===== src/scs_pkg.sv =====
package scs_pkg;
    // ***********************************
    // select codes and chain layout
    // ***********************************
    localparam int SEL_W = 4;
    localparam logic [3:0] SEL_CTRL = 4'h1;
    localparam logic [3:0] SEL_STAT = 4'h0;
    localparam logic [3:0] SEL_ADC = 4'h2;
    localparam logic [3:0] SEL_AUX = 4'h3;
    localparam int SEL_EXT_BIT = 3;
    localparam int NPROC = 8;
    localparam int NCFG = 7;
    localparam int NRATIO = 4;
    localparam int NVID = 4;
    localparam int CTRL_W = 16;
    localparam int CTRL_DIS_LSB = 0;
    localparam int CTRL_CFG_LSB = 8;
    localparam int CTRL_OVR_BIT = 15;
    localparam int STAT_W = 33;
    localparam int STAT_P12_LSB = 1;
    localparam int STAT_RATIO_LSB = 5;
    localparam int STAT_P34_LSB = 9;
    localparam int STAT_MEM2_BIT = 13;
    localparam int STAT_MEM1_BIT = 14;
    localparam int STAT_SPARE0_BIT = 15;
    localparam int STAT_SPARE1_BIT = 16;
    localparam int STAT_P58_LSB = 17;
    localparam int STAT_PRES_LSB = 25;
    localparam int AUX_W = 14;
    localparam int AUX_VID_LSB = 1;
    localparam int AUX_RB_LSB = 5;
    localparam int AUX_PF1_BIT = 12;
    localparam int AUX_PF2_BIT = 13;
    // ***********************************
    // wishbone register map
    // ***********************************
    localparam int WB_AW = 8;
    localparam logic [7:0] ADR_CTRL = 8'h00;
    localparam logic [7:0] ADR_STATUS = 8'h04;
    localparam logic [7:0] ADR_OUTS = 8'h08;
    localparam logic CTRL_EN_RESET = 1'h1;
    // active chain, gray along none -> chain
    typedef enum logic [2:0] {
        CH_NONE = 3'h0,
        CH_STAT = 3'h1,
        CH_CTRL = 3'h3,
        CH_ADC = 3'h2,
        CH_AUX = 3'h6
    } scs_chain_t;
endpackage : scs_pkg


===== src/scs_sync.sv =====
`timescale 1ns/1ps
// two-stage synchroniser for a bundle of pin levels
module scs_sync #(
    parameter int W = 1
) (
    input wire logic ref_clk, // block clock
    input wire logic arst_n, // async reset
    input wire logic [W-1:0] d, // raw pin levels
    output logic [W-1:0] q // synchronised levels
);
    logic [W-1:0] meta_reg;
    logic [W-1:0] meta_next;
    logic [W-1:0] q_next;

    // first stage feeds only the second stage
    always_comb begin
        meta_next = d;
        q_next = meta_reg;
    end

    always_ff @(posedge ref_clk or negedge arst_n) begin
        if (!arst_n) begin
            meta_reg <= '0;
            q <= '0;
        end else begin
            meta_reg <= meta_next;
            q <= q_next;
        end
    end
endmodule : scs_sync


===== src/scs_shift.sv =====
`timescale 1ns/1ps
// one serial chain: parallel capture, then shift toward bit 0
module scs_shift #(
    parameter int W = 16
) (
    input wire logic ref_clk, // block clock
    input wire logic arst_n, // async reset
    input wire logic load, // capture parallel value
    input wire logic [W-1:0] load_val, // value to capture
    input wire logic shift, // one serial clock edge
    input wire logic din, // serial data in
    output logic [W-1:0] q // chain contents
);
    logic [W-1:0] q_next;

    // load wins over shift; data enters at the top bit
    always_comb begin
        q_next = q;
        if (load) begin
            q_next = load_val;
        end else if (shift) begin
            q_next = {din, q[W-1:1]};
        end
    end

    always_ff @(posedge ref_clk or negedge arst_n) begin
        if (!arst_n) begin
            q <= '0;
        end else begin
            q <= q_next;
        end
    end
endmodule : scs_shift


===== src/scs_top.sv =====
`timescale 1ns/1ps
// Functional notes
// RULE_01 - decode four select lines so one local chain or none is connected
// RULE_02 - code 0001 connects the control chain: stops and config override
// RULE_03 - code 0000 connects the error, ratio and presence status chain
// RULE_04 - code 0010 connects the nineteen-channel voltage monitor converter
// RULE_05 - code 0011 connects the extra status chain with vid and readback
// RULE_06 - top select bit high: no local chain answers
// RULE_07 - fourth chain bit 12 is primary filter present, active low
// RULE_08 - fourth chain bit 13 is secondary filter present, active low
// RULE_09 - fitted stop-disable jumper forces every processor stop off
// RULE_10 - test jumpers are never readable or writable through any bus
// RULE_11 - second chain bits 5 to 8 carry ratio bits 3 down to 0
// RULE_12 - controller reads half-step open as integer ratios 3 to 7
// RULE_13 - controller adds one half when half-step jumper is fitted
// RULE_14 - controller takes core clock as ratio times 100 MHz
// RULE_15 - controller treats listed ratio jumper patterns as reserved
// RULE_16 - first chain: disables 0-7, config 8-14, override enable 15
// RULE_17 - fourth chain bits 5 to 11 return config values driven out
// RULE_18 - second chain returns per-processor thermal and internal errors
// RULE_19 - capture inputs when selected, shift on serial clock, update on end
// RULE_20 - fitted jumper reads 0, open jumper reads 1
// RULE_21 - management reset clears control outputs to inactive
module scs_top
    import scs_pkg::*;
(
    input wire logic ref_clk, // 20 MHz block clock
    input wire logic arst_n, // async reset, active low
    input wire logic mgmt_sclk, // serial clock pin
    input wire logic mgmt_mosi, // serial data in pin
    input wire logic [scs_pkg::SEL_W-1:0] mgmt_sel, // chain select pins
    input wire logic mgmt_reset_n, // management logic reset pin
    output logic mgmt_miso, // serial data out
    output logic mgmt_miso_oe, // high while driving data out
    input wire logic [scs_pkg::NPROC-1:0] proc_thermal_error_n, // per cpu
    input wire logic [scs_pkg::NPROC-1:0] proc_internal_error_n, // per cpu
    input wire logic [scs_pkg::NPROC-1:0] proc_present, // slot occupied
    input wire logic [1:0] mem_carrier_present_n, // [1] second, [0] primary
    input wire logic [scs_pkg::NRATIO-1:0] core_ratio_jumper, // [3] = bit3
    input wire logic [scs_pkg::NVID-1:0] cache_vid_conflict_n, // per pair
    input wire logic [scs_pkg::NCFG-1:0] config_readback, // driven config
    input wire logic primary_filter_present_n, // filter 1 fitted
    input wire logic secondary_filter_present_n, // filter 2 fitted
    input wire logic stop_jumper_n, // low when stop-disable fitted
    output logic [scs_pkg::NPROC-1:0] proc_disable, // stop outputs
    output logic [scs_pkg::NCFG-1:0] config_value, // config override data
    output logic config_override_enable, // apply config data
    output logic adc_cs_n, // converter select
    output logic adc_sclk, // converter serial clock
    output logic adc_mosi, // converter data in
    input wire logic adc_miso, // converter data out
    input wire logic wb_cyc_i, // wishbone cycle
    input wire logic wb_stb_i, // wishbone strobe
    input wire logic wb_we_i, // wishbone write
    input wire logic [scs_pkg::WB_AW-1:0] wb_adr_i, // byte address
    input wire logic [3:0] wb_sel_i, // byte lanes
    input wire logic [31:0] wb_dat_i, // write data
    output logic [31:0] wb_dat_o, // read data
    output logic wb_ack_o // acknowledge
);
    import scs_pkg::*;

    // ***********************************
    // pin synchronisers
    // ***********************************
    localparam int PIN_W = 2 * NPROC + NPROC + 2 + NRATIO + NVID + NCFG + 3;
    localparam int LNK_W = SEL_W + 4;

    logic [PIN_W-1:0] pins_s;
    logic [LNK_W-1:0] lnk_s;
    logic [NPROC-1:0] therm_s;
    logic [NPROC-1:0] ierr_s;
    logic [NPROC-1:0] pres_s;
    logic [1:0] mem_s;
    logic [NRATIO-1:0] ratio_s;
    logic [NVID-1:0] vid_s;
    logic [NCFG-1:0] rb_s;
    logic pf1_s;
    logic pf2_s;
    logic stop_open_s;
    logic sclk_s;
    logic mosi_s;
    logic mgmt_rst_n_s;
    logic adc_miso_s;
    logic [SEL_W-1:0] sel_s;

    // board status levels change slowly; one bundle keeps area low
    scs_sync #(.W(PIN_W)) u_pin_sync (
        .ref_clk(ref_clk),
        .arst_n(arst_n),
        .d({proc_thermal_error_n, proc_internal_error_n, proc_present,
            mem_carrier_present_n, core_ratio_jumper, cache_vid_conflict_n,
            config_readback, primary_filter_present_n,
            secondary_filter_present_n, stop_jumper_n}),
        .q(pins_s)
    );

    scs_sync #(.W(LNK_W)) u_lnk_sync (
        .ref_clk(ref_clk),
        .arst_n(arst_n),
        .d({mgmt_sel, mgmt_sclk, mgmt_mosi, mgmt_reset_n, adc_miso}),
        .q(lnk_s)
    );

    assign {therm_s, ierr_s, pres_s, mem_s, ratio_s, vid_s, rb_s,
            pf1_s, pf2_s, stop_open_s} = pins_s;
    assign {sel_s, sclk_s, mosi_s, mgmt_rst_n_s, adc_miso_s} = lnk_s;

    // ***********************************
    // select decode
    // ***********************************
    function automatic scs_chain_t scs_decode(input logic [SEL_W-1:0] s,
                                              input logic en);
        scs_chain_t c;
        c = CH_NONE;
        if (en && !s[SEL_EXT_BIT]) begin // RULE_06
            unique case (s)
                SEL_CTRL: c = CH_CTRL; // RULE_02
                SEL_STAT: c = CH_STAT; // RULE_03
                SEL_ADC: c = CH_ADC; // RULE_04
                SEL_AUX: c = CH_AUX; // RULE_05
                default: c = CH_NONE;
            endcase
        end
        return c;
    endfunction : scs_decode

    logic ctrl_en_reg;
    logic ctrl_en_next;
    scs_chain_t active_reg;
    scs_chain_t active_next;
    scs_chain_t want;
    logic sclk_d_reg;
    logic sclk_d_next;
    logic sclk_rise;
    logic enter;

    // select lines are sampled, not strobed: a slow skewed code change
    // may briefly pass through another chain, so masters settle select
    // before toggling the serial clock
    always_comb begin
        want = scs_decode(sel_s, ctrl_en_reg && mgmt_rst_n_s); // RULE_01
        active_next = want;
        enter = (want != active_reg);
        sclk_d_next = sclk_s;
        sclk_rise = sclk_s && !sclk_d_reg;
    end

    always_ff @(posedge ref_clk or negedge arst_n) begin
        if (!arst_n) begin
            active_reg <= CH_NONE;
            sclk_d_reg <= 1'b0;
        end else begin
            active_reg <= active_next;
            sclk_d_reg <= sclk_d_next;
        end
    end

    // ***********************************
    // capture values of the chains
    // ***********************************
    logic [CTRL_W-1:0] ctrl_cap;
    logic [STAT_W-1:0] stat_cap;
    logic [AUX_W-1:0] aux_cap;

    // jumper levels pass unchanged: fitted pulls low
    always_comb begin
        ctrl_cap = {config_override_enable, config_value, proc_disable};
        stat_cap = '1;
        for (int i = 0; i < 2; i++) begin
            stat_cap[STAT_P12_LSB + 2 * i] = therm_s[i]; // RULE_18
            stat_cap[STAT_P12_LSB + 2 * i + 1] = ierr_s[i];
            stat_cap[STAT_P34_LSB + 2 * i] = therm_s[i + 2];
            stat_cap[STAT_P34_LSB + 2 * i + 1] = ierr_s[i + 2];
        end
        for (int i = 0; i < 4; i++) begin
            stat_cap[STAT_P58_LSB + 2 * i] = therm_s[i + 4];
            stat_cap[STAT_P58_LSB + 2 * i + 1] = ierr_s[i + 4];
        end
        for (int i = 0; i < NRATIO; i++) begin
            stat_cap[STAT_RATIO_LSB + i] = ratio_s[NRATIO - 1 - i]; // RULE_11 RULE_20
        end
        stat_cap[STAT_MEM2_BIT] = mem_s[1];
        stat_cap[STAT_MEM1_BIT] = mem_s[0];
        stat_cap[STAT_SPARE0_BIT] = 1'b1;
        stat_cap[STAT_SPARE1_BIT] = 1'b1;
        stat_cap[STAT_PRES_LSB +: NPROC] = pres_s;
        aux_cap = '1;
        aux_cap[AUX_VID_LSB +: NVID] = vid_s;
        aux_cap[AUX_RB_LSB +: NCFG] = rb_s; // RULE_17
        aux_cap[AUX_PF1_BIT] = pf1_s; // RULE_07
        aux_cap[AUX_PF2_BIT] = pf2_s; // RULE_08
    end

    // ***********************************
    // shift chains
    // ***********************************
    logic [CTRL_W-1:0] ctrl_q;
    logic [STAT_W-1:0] stat_q;
    logic [AUX_W-1:0] aux_q;
    logic ld_ctrl;
    logic ld_stat;
    logic ld_aux;
    logic sh_ctrl;
    logic sh_stat;
    logic sh_aux;

    // capture on entry; shifting waits until entry has settled
    always_comb begin
        ld_ctrl = enter && (want == CH_CTRL); // RULE_19
        ld_stat = enter && (want == CH_STAT);
        ld_aux = enter && (want == CH_AUX);
        sh_ctrl = !enter && (active_reg == CH_CTRL) && sclk_rise;
        sh_stat = !enter && (active_reg == CH_STAT) && sclk_rise;
        sh_aux = !enter && (active_reg == CH_AUX) && sclk_rise;
    end

    scs_shift #(.W(CTRL_W)) u_ctrl_chain (
        .ref_clk(ref_clk),
        .arst_n(arst_n),
        .load(ld_ctrl),
        .load_val(ctrl_cap),
        .shift(sh_ctrl),
        .din(mosi_s),
        .q(ctrl_q)
    );

    scs_shift #(.W(STAT_W)) u_stat_chain (
        .ref_clk(ref_clk),
        .arst_n(arst_n),
        .load(ld_stat),
        .load_val(stat_cap),
        .shift(sh_stat),
        .din(mosi_s),
        .q(stat_q)
    );

    scs_shift #(.W(AUX_W)) u_aux_chain (
        .ref_clk(ref_clk),
        .arst_n(arst_n),
        .load(ld_aux),
        .load_val(aux_cap),
        .shift(sh_aux),
        .din(mosi_s),
        .q(aux_q)
    );

    // ***********************************
    // control outputs
    // ***********************************
    logic [CTRL_W-1:0] latch_reg;
    logic [CTRL_W-1:0] latch_next;
    logic [NPROC-1:0] dis_next;
    logic [NCFG-1:0] cfg_next;
    logic ovr_next;

    // outputs load on control chain release; management reset clears them, a fitted stop jumper masks the stops
    always_comb begin
        latch_next = latch_reg;
        if (!mgmt_rst_n_s) begin
            latch_next = '0; // RULE_21
        end else if (active_reg == CH_CTRL && want != CH_CTRL) begin
            latch_next = ctrl_q; // RULE_19
        end
        dis_next = latch_reg[CTRL_DIS_LSB +: NPROC] & {NPROC{stop_open_s}}; // RULE_09
        cfg_next = latch_reg[CTRL_CFG_LSB +: NCFG]; // RULE_16
        ovr_next = latch_reg[CTRL_OVR_BIT];
    end

    always_ff @(posedge ref_clk or negedge arst_n) begin
        if (!arst_n) begin
            latch_reg <= '0;
            proc_disable <= '0;
            config_value <= '0;
            config_override_enable <= 1'b0;
        end else begin
            latch_reg <= latch_next;
            proc_disable <= dis_next;
            config_value <= cfg_next;
            config_override_enable <= ovr_next;
        end
    end

    // ***********************************
    // serial out and converter path
    // ***********************************
    logic miso_next;
    logic oe_next;
    logic cs_n_next;
    logic asclk_next;

    // undriven for 1xxx so the other carrier may answer
    always_comb begin
        miso_next = 1'b0;
        unique case (active_reg)
            CH_CTRL: miso_next = ctrl_q[0];
            CH_STAT: miso_next = stat_q[0];
            CH_AUX: miso_next = aux_q[0];
            CH_ADC: miso_next = adc_miso_s;
            CH_NONE: miso_next = 1'b0;
        endcase
        oe_next = (active_reg != CH_NONE); // RULE_01
        cs_n_next = (active_reg != CH_ADC); // RULE_04
        asclk_next = (active_reg == CH_ADC) && sclk_s;
    end

    always_ff @(posedge ref_clk or negedge arst_n) begin
        if (!arst_n) begin
            mgmt_miso <= 1'b0;
            mgmt_miso_oe <= 1'b0;
            adc_cs_n <= 1'b1;
            adc_sclk <= 1'b0;
            adc_mosi <= 1'b0;
        end else begin
            mgmt_miso <= miso_next;
            mgmt_miso_oe <= oe_next;
            adc_cs_n <= cs_n_next;
            adc_sclk <= asclk_next;
            adc_mosi <= mosi_s;
        end
    end

    // ***********************************
    // wishbone slave
    // ***********************************
    logic ack_next;
    logic [31:0] rdat_next;
    logic wb_hit;

    // one wait state; no jumper level is ever placed on this bus
    always_comb begin
        wb_hit = wb_cyc_i && wb_stb_i && !wb_ack_o;
        ack_next = wb_hit;
        ctrl_en_next = ctrl_en_reg;
        rdat_next = '0;
        if (wb_hit && wb_we_i && wb_adr_i == ADR_CTRL && wb_sel_i[0]) begin
            ctrl_en_next = wb_dat_i[0];
        end
        if (wb_hit && !wb_we_i) begin
            unique case (wb_adr_i)
                ADR_CTRL: rdat_next[0] = ctrl_en_reg;
                ADR_STATUS: rdat_next[7:0] = {mgmt_rst_n_s, active_reg, sel_s}; // RULE_10
                ADR_OUTS: rdat_next[CTRL_W-1:0] =
                    {config_override_enable, config_value, proc_disable};
                default: rdat_next = '0;
            endcase
        end
    end

    always_ff @(posedge ref_clk or negedge arst_n) begin
        if (!arst_n) begin
            wb_ack_o <= 1'b0;
            wb_dat_o <= '0;
            ctrl_en_reg <= CTRL_EN_RESET;
        end else begin
            wb_ack_o <= ack_next;
            wb_dat_o <= rdat_next;
            ctrl_en_reg <= ctrl_en_next;
        end
    end
endmodule : scs_top


===== config.mk =====
export PLATFORM = sky130hd
export DESIGN_NAME = scs_top
export DESIGN_NICKNAME = d
export VERILOG_FILES = /design/src/scs_pkg.sv /design/src/scs_sync.sv /design/src/scs_shift.sv /design/src/scs_top.sv
export SDC_FILE = /design/constraint.sdc
export NUM_CORES = 1
export LEC_CHECK = 0
export BUFFER_PORTS_ARGS = -buffer_cell sky130_fd_sc_hd__buf_4
export CAP_MARGIN = 20
export CORE_MARGIN = 2
export CORE_UTILIZATION = 60
export CTS_CLUSTER_DIAMETER = 80
export CTS_CLUSTER_SIZE = 24
export DETAILED_ROUTE_END_ITERATION = 12
export PLACE_DENSITY = 0.89
export SETUP_SLACK_MARGIN = 0.4
export SYNTH_ARGS = -nofsm -noshare
export SYNTH_HDL_FRONTEND = slang
export SYNTH_SLANG_ARGS = --single-unit

===== constraint.sdc =====
create_clock -name ref_clk -period 2.6 [get_ports ref_clk]
set_input_delay 0.52 -clock ref_clk [delete_from_list [all_inputs] [get_ports ref_clk]]
set_output_delay 0.52 -clock ref_clk [all_outputs]
set_load 0.1 [all_outputs]

# ---- Word level (Yosys, flattened, before mapping)
# Index checks and enable logic that the tools add are counted.
dict set report word_totals {
  reg_bits 242
}
dict set report op_classes {
  mux 15
  bitwise 1
  n_reduce_logical 32
  eq_ne 16
}
# op n
set ops {}
lappend ops {{$mux W16} 5}
lappend ops {{$mux W33} 2}
lappend ops {{$mux W14} 2}
lappend ops {{$logic_and A1 B1 Y1} 20}
lappend ops {{$pmux W7 S2} 1}
lappend ops {{$pmux W3 S4} 1}
lappend ops {{$eq A3 B2 Y1 const B} 3}
lappend ops {{$and A8 B8 Y8} 1}
lappend ops {{$eq A4 B2 Y1 const B} 2}
lappend ops {{$eq A8 B3 Y1 const B} 1}
lappend ops {{$eq A8 B4 Y1 const B} 1}
lappend ops {{$logic_not A8 Y1} 1}
lappend ops {{$mux W8} 1}
lappend ops {{$eq A3 B1 Y1 const B} 2}
lappend ops {{$eq A3 B3 Y1 const B} 2}
lappend ops {{$ne A3 B2 Y1 const B} 2}
lappend ops {{$reduce_bool A2 Y1} 3}
lappend ops {{$logic_not A1 Y1} 5}
lappend ops {{$pmux W1 S5} 1}
lappend ops {{$eq A4 B1 Y1 const B} 1}
lappend ops {{$logic_not A4 Y1} 1}
lappend ops {{$logic_not A3 Y1} 1}
lappend ops {{$mux W3} 1}
lappend ops {{$ne A3 B3 Y1} 1}
lappend ops {{3 further kinds} 3}

# ---- Longest topological paths before layout
dict set report logic_depth {
  ltp_word 9
  mapped_depth 7
}

# ---- Hierarchy
# A second synthesis with hierarchy kept.
dict set report unflattened {
  hier_cells 596
  hier_area_um2 8011.4
}
# mod area_each_um2 cells_per_inst instances seq_area_each_um2
set by_module_without_submodules {}
lappend by_module_without_submodules {scs_top 2453.6 219 1 1478.9}
lappend by_module_without_submodules {{scs_sync at u_pin_sync} 2202.1 88 1 2202.1}
lappend by_module_without_submodules {{scs_shift at u_stat_chain} 1551.5 143 1 825.8}
lappend by_module_without_submodules {{scs_shift at u_ctrl_chain} 744.5 69 1 400.4}
lappend by_module_without_submodules {{scs_shift at u_aux_chain} 659.4 61 1 350.3}
lappend by_module_without_submodules {{scs_sync at u_lnk_sync} 400.4 16 1 400.4}

# ---- Least setup slack after synthesis
# No wires, ideal clock.
dict set report synth_timing {
  path_type {register to register}
  startpoint {reg wb_ack_o}
  endpoint {reg wb_dat_o[13]}
  path_stages_with_launch 5
  arrival_ps 1736
  period_less_slack_ps 1871
  setup_time_ps 134
  setup_slack_ps 729
  required_time_ps 2466
  n_path_buf 1
  path_cell_list {dfrtp_1 -> and3b_1 -> nand4b_1 -> clkbuf_1 -> nor3_1}
}
dict set report synth_via {
  elab_chain_cells 4
}
# element line_no
set synth_rtl {}
lappend synth_rtl {{start, declared} scs_top.sv:59} ;# output logic wb_ack_o
lappend synth_rtl {{start signal, assigned} scs_top.sv:356} ;# wb_ack_o <= ack_next;
lappend synth_rtl {{$logic_not A1 Y1} scs_top.sv:332} ;# wb_hit = wb_cyc_i && wb_stb_i && !wb_ack_o;
lappend synth_rtl {{$logic_and A1 B1 Y1} scs_top.sv:332}
lappend synth_rtl {{named net ack_next} scs_top.sv:326} ;# logic ack_next;
lappend synth_rtl {{$logic_and A1 B1 Y1} scs_top.sv:339} ;# if (wb_hit && !wb_we_i) begin
lappend synth_rtl {{$mux W16} scs_top.sv:339}
lappend synth_rtl {{named net rdat_next[13]} scs_top.sv:327} ;# logic [31:0] rdat_next;
lappend synth_rtl {{end signal, assigned} scs_top.sv:357} ;# wb_dat_o <= rdat_next;
lappend synth_rtl {{end, declared} scs_top.sv:58} ;# output logic [31:0] wb_dat_o,
# The timed path passes the listed nets, and every way through them passes these cells.
# A chain may end at the register's enable or synchronous reset.

# ---- Final worst setup path
dict set report layout_timing {
  startpoint {reg ctrl_en_reg}
  endpoint {reg u_stat_chain.q[15]}
}
dict set report layout_via {
  elab_chain_cells 8
}
# element line_no
set layout_rtl {}
lappend layout_rtl {{start, declared} scs_top.sv:128} ;# logic ctrl_en_reg;
lappend layout_rtl {{start signal, assigned} scs_top.sv:358} ;# ctrl_en_reg <= ctrl_en_next;
lappend layout_rtl {{$logic_and A1 B1 Y1 *} scs_top.sv:142} ;# want = scs_decode(sel_s, ctrl_en_reg && mgmt_rst_n_s);
lappend layout_rtl {{$logic_and A1 B1 Y1 *} scs_top.sv:116} ;# if (en && !s[SEL_EXT_BIT]) begin
lappend layout_rtl {{$mux W3 *} scs_top.sv:116}
lappend layout_rtl {{$ne A3 B3 Y1} scs_top.sv:144} ;# enter = (want != active_reg);
lappend layout_rtl {{$logic_not A1 Y1} scs_top.sv:214} ;# sh_stat = !enter && (active_reg == CH_STAT) && sclk_rise;
lappend layout_rtl {{$logic_and A1 B1 Y1 (2 in a row)} scs_top.sv:214}
lappend layout_rtl {{$reduce_bool A2 Y1 (no line)} n/a}
lappend layout_rtl {{end signal, assigned} scs_shift.sv:30} ;# q <= q_next;
lappend layout_rtl {{end, declared} scs_shift.sv:12} ;# output logic [W-1:0] q
# Mark *: on every way between the ends. The rest lies on a longest branch, timed or not.

==> out/metrics.cfg <==
[outcome]
run_status=finished, violations left
violations=negative hold slack

[sta]
final_hold_viol_count=10
max_slew_margin=0.586
max_freq_mhz=471
fin_crit_sh=0.816
grt_setup_unrepaired=no
finalCriticalPeriod_ns=2.12
skew_ns=0.0273
finalWorstSetupSlack_ns=0.479
worst_hold_slack_ns=-0.0205
max_slew.worst_pin.slew_ns=0.619
report.final.slew_viol_count=0
setup_violations=0
fin_setup_tns_ns=0

[hold_path]
hold_path.class=in2async

[power]
vdd_drop_max_uv=666
p_leak_uw=0.00453
power_density_mw_per_mm2=605

[worst_setup_path]
crit_family=compound AO/OA/AOI/OAI gates
cp-end-kind=register
crit_path_max_incr_delay_ns=0.56
worst-path-buf-inv=1
r2r_cells=4
worst-path-stages=4
crit_path_start_kind=register
crit_type=reg2reg
critPathMaxFanout=33
crit_path_cell_trace=nand4bb_1 > a2111oi_4 > buf_6 > o32a_1
slowest_stage=dfstp_2
cp.arrival_ns=2.53
required_ns=3.00

[route]
route.detailed.drc=0
antenna_left=0
first_iter_violations=374
wl_per_cell_um=17.5
drt_first_pass_iters=4
via_per_inst=5.67
wl_um=15500
vias=5009

[synthesis]
netlist_instances=600
ys_types=43
synth_top_area_share=0.640
synth-simple-area-share=0.110
synthMuxAreaShare=0.0892
ys_seq_area_frac=0.646
synth_top_family_by_area=simple AND/OR/NAND/NOR gates
synth_compound_area_frac=0.109
avgSynthCellArea_um2=14.6
synthTopCellsByArea=dfrtp_1 (64%), mux2i_1 (8.8%), a2bb2oi_2 (6.9%), or3b_2 (4.5%), buf_4 (1.6%)
yosys_warnings=0
synth-seq-cells=226
synth_top_area_cell=dfrtp_1
syn_area_mm2=0.00876
synth_xor_area_frac=0
synth_fa_ha_area_frac=0

[clock_network]
htree_levels=1
cts_root_buf=clkbuf_16
clk_latency_ns=0.48
cts_tree=done
clkSinkCount=226
ctsLongestPathBuffers=3
cts_buffers=13
cts_hold_buf=0
clk_pin_slew_ns=0.09
cts_setup_buffers=0

[grt]
grt_max_degree=71
grt_pass1_wl_um=26500
grt-ovfl-total=0
antenna_found_initial=0
track_usage=0.206
grt_pass1_vias=5308

[final_layout]
final_cell_mix=dfrtp_1 (224), buf_4 (119), mux2i_1 (77)
nets=795
n_antenna_cell=0
drive_above_1_share=0.336
synthToLayoutAreaGrowth_pct=14.3
final_common_cell=dfrtp_1

[place]
io_buffers=104
place_ws_ns=0.390
place_hpwl_um=10200
gp_congestion=0.773

[floorplanning]
rows=44
fp.dieH_um=125
dieArea_mm2=0.0156
ioPinCount=155
coreArea_mm2=0.0144
start_util=0.608
chipWidth_um=125

[job]
drv_cap=0

power breakdown:
part           internal, uW  switching [uW]
registers              3600            44.2
clock network           944            1070
logic                   141             263
total                  4690            1380
cells by family after synthesis:
family | Yosys count
muxes | 78
other | 1
DFF | 226
buffers and inverters | 70
and+or+nand+nor | 147
AOI/OAI and AO/OA | 78
metrics by stage:
step	util	cells	hold slack (ns)	power (uW)	cell area (um2)
floorplan	-	615	0.224	3940	8820
global placement	0.669	863	0.332	4110	9650
detailed placement	0.669	863	0.335	4130	9650
CTS	0.695	883	0.00538	6140	10000
global route	0.695	883	0.0148	6320	10000
finish	0.695	883	-0.0205	6070	10000
metal layers:
layer | part of all wire | track usage | up-vias
met2 | 0.50 | 0.345 | 148
met4 | 0.017 | 0.0516 | 0
li1 | - | - | 2246
met3 | 0.056 | 0.0339 | 25
met1 | 0.42 | 0.288 | 2590
met5 | 0 | 0 | -
cells in the mapped netlist (all sizes together):
| cell type | count |
|---|---|
| a2111oi | 1 |
| a211o | 1 |
| a211oi | 1 |
| a21o | 1 |
| a22o | 1 |
| a22oi | 7 |
| a2bb2oi | 48 |
| and2 | 8 |
| and3b | 16 |
| and4bb | 1 |
| buf | 39 |
| clkbuf | 20 |
| conb | 1 |
| dfrtp | 224 |
| dfstp | 2 |
| inv | 11 |
| mux2 | 1 |
| mux2i | 77 |
| nand2 | 36 |
| nand2b | 4 |
| nand3 | 1 |
| nand3b | 1 |
| nand4 | 1 |
| nand4b | 1 |
| nand4bb | 1 |
| nor2 | 15 |
| nor2b | 3 |
| nor3 | 9 |
| nor3b | 1 |
| nor4 | 1 |
| nor4bb | 1 |
| o21a | 1 |
| o22ai | 1 |
| o2bb2ai | 13 |
| o32a | 3 |
| or2 | 1 |
| or3 | 1 |
| or3b | 45 |
repair_timing:
item,4_1_cts,5_1_grt
endpoints found under the setup margin,3,7
resized for setup,1,1
pin swaps,0,0
final cells by class:
class / instances / area [um2]
clock buffer: 17 / 340
clock inverter: 3 / 25.0
fill: 959 / 4400
inverter: 11 / 41.3
multi-input combinational: 319 / 2770
sequential: 226 / 5660
tap: 184 / 230
timing repair buffer: 123 / 960
final timing paths:
check                                             startpoint                                to  slack [ns]
setup / recovery                     ctrl_en_reg$_DFFE_PN1P_    u_stat_chain.q[15]$_DFFE_PN0P_        0.48
hold / removal                                        arst_n         latch_reg[11]$_DFFE_PN0P_       -0.02
setup reg to reg                     ctrl_en_reg$_DFFE_PN1P_    u_stat_chain.q[15]$_DFFE_PN0P_        0.48
hold reg to reg            u_pin_sync.meta_reg[29]$_DFF_PN0_        u_pin_sync.q[29]$_DFF_PN0_        0.34
max in group asynchronous                             arst_n        u_pin_sync.q[31]$_DFF_PN0_        1.87
min in group ref_clk                      config_readback[5]  u_pin_sync.meta_reg[8]$_DFF_PN0_        0.14
(Power assumes the default switching activity.)
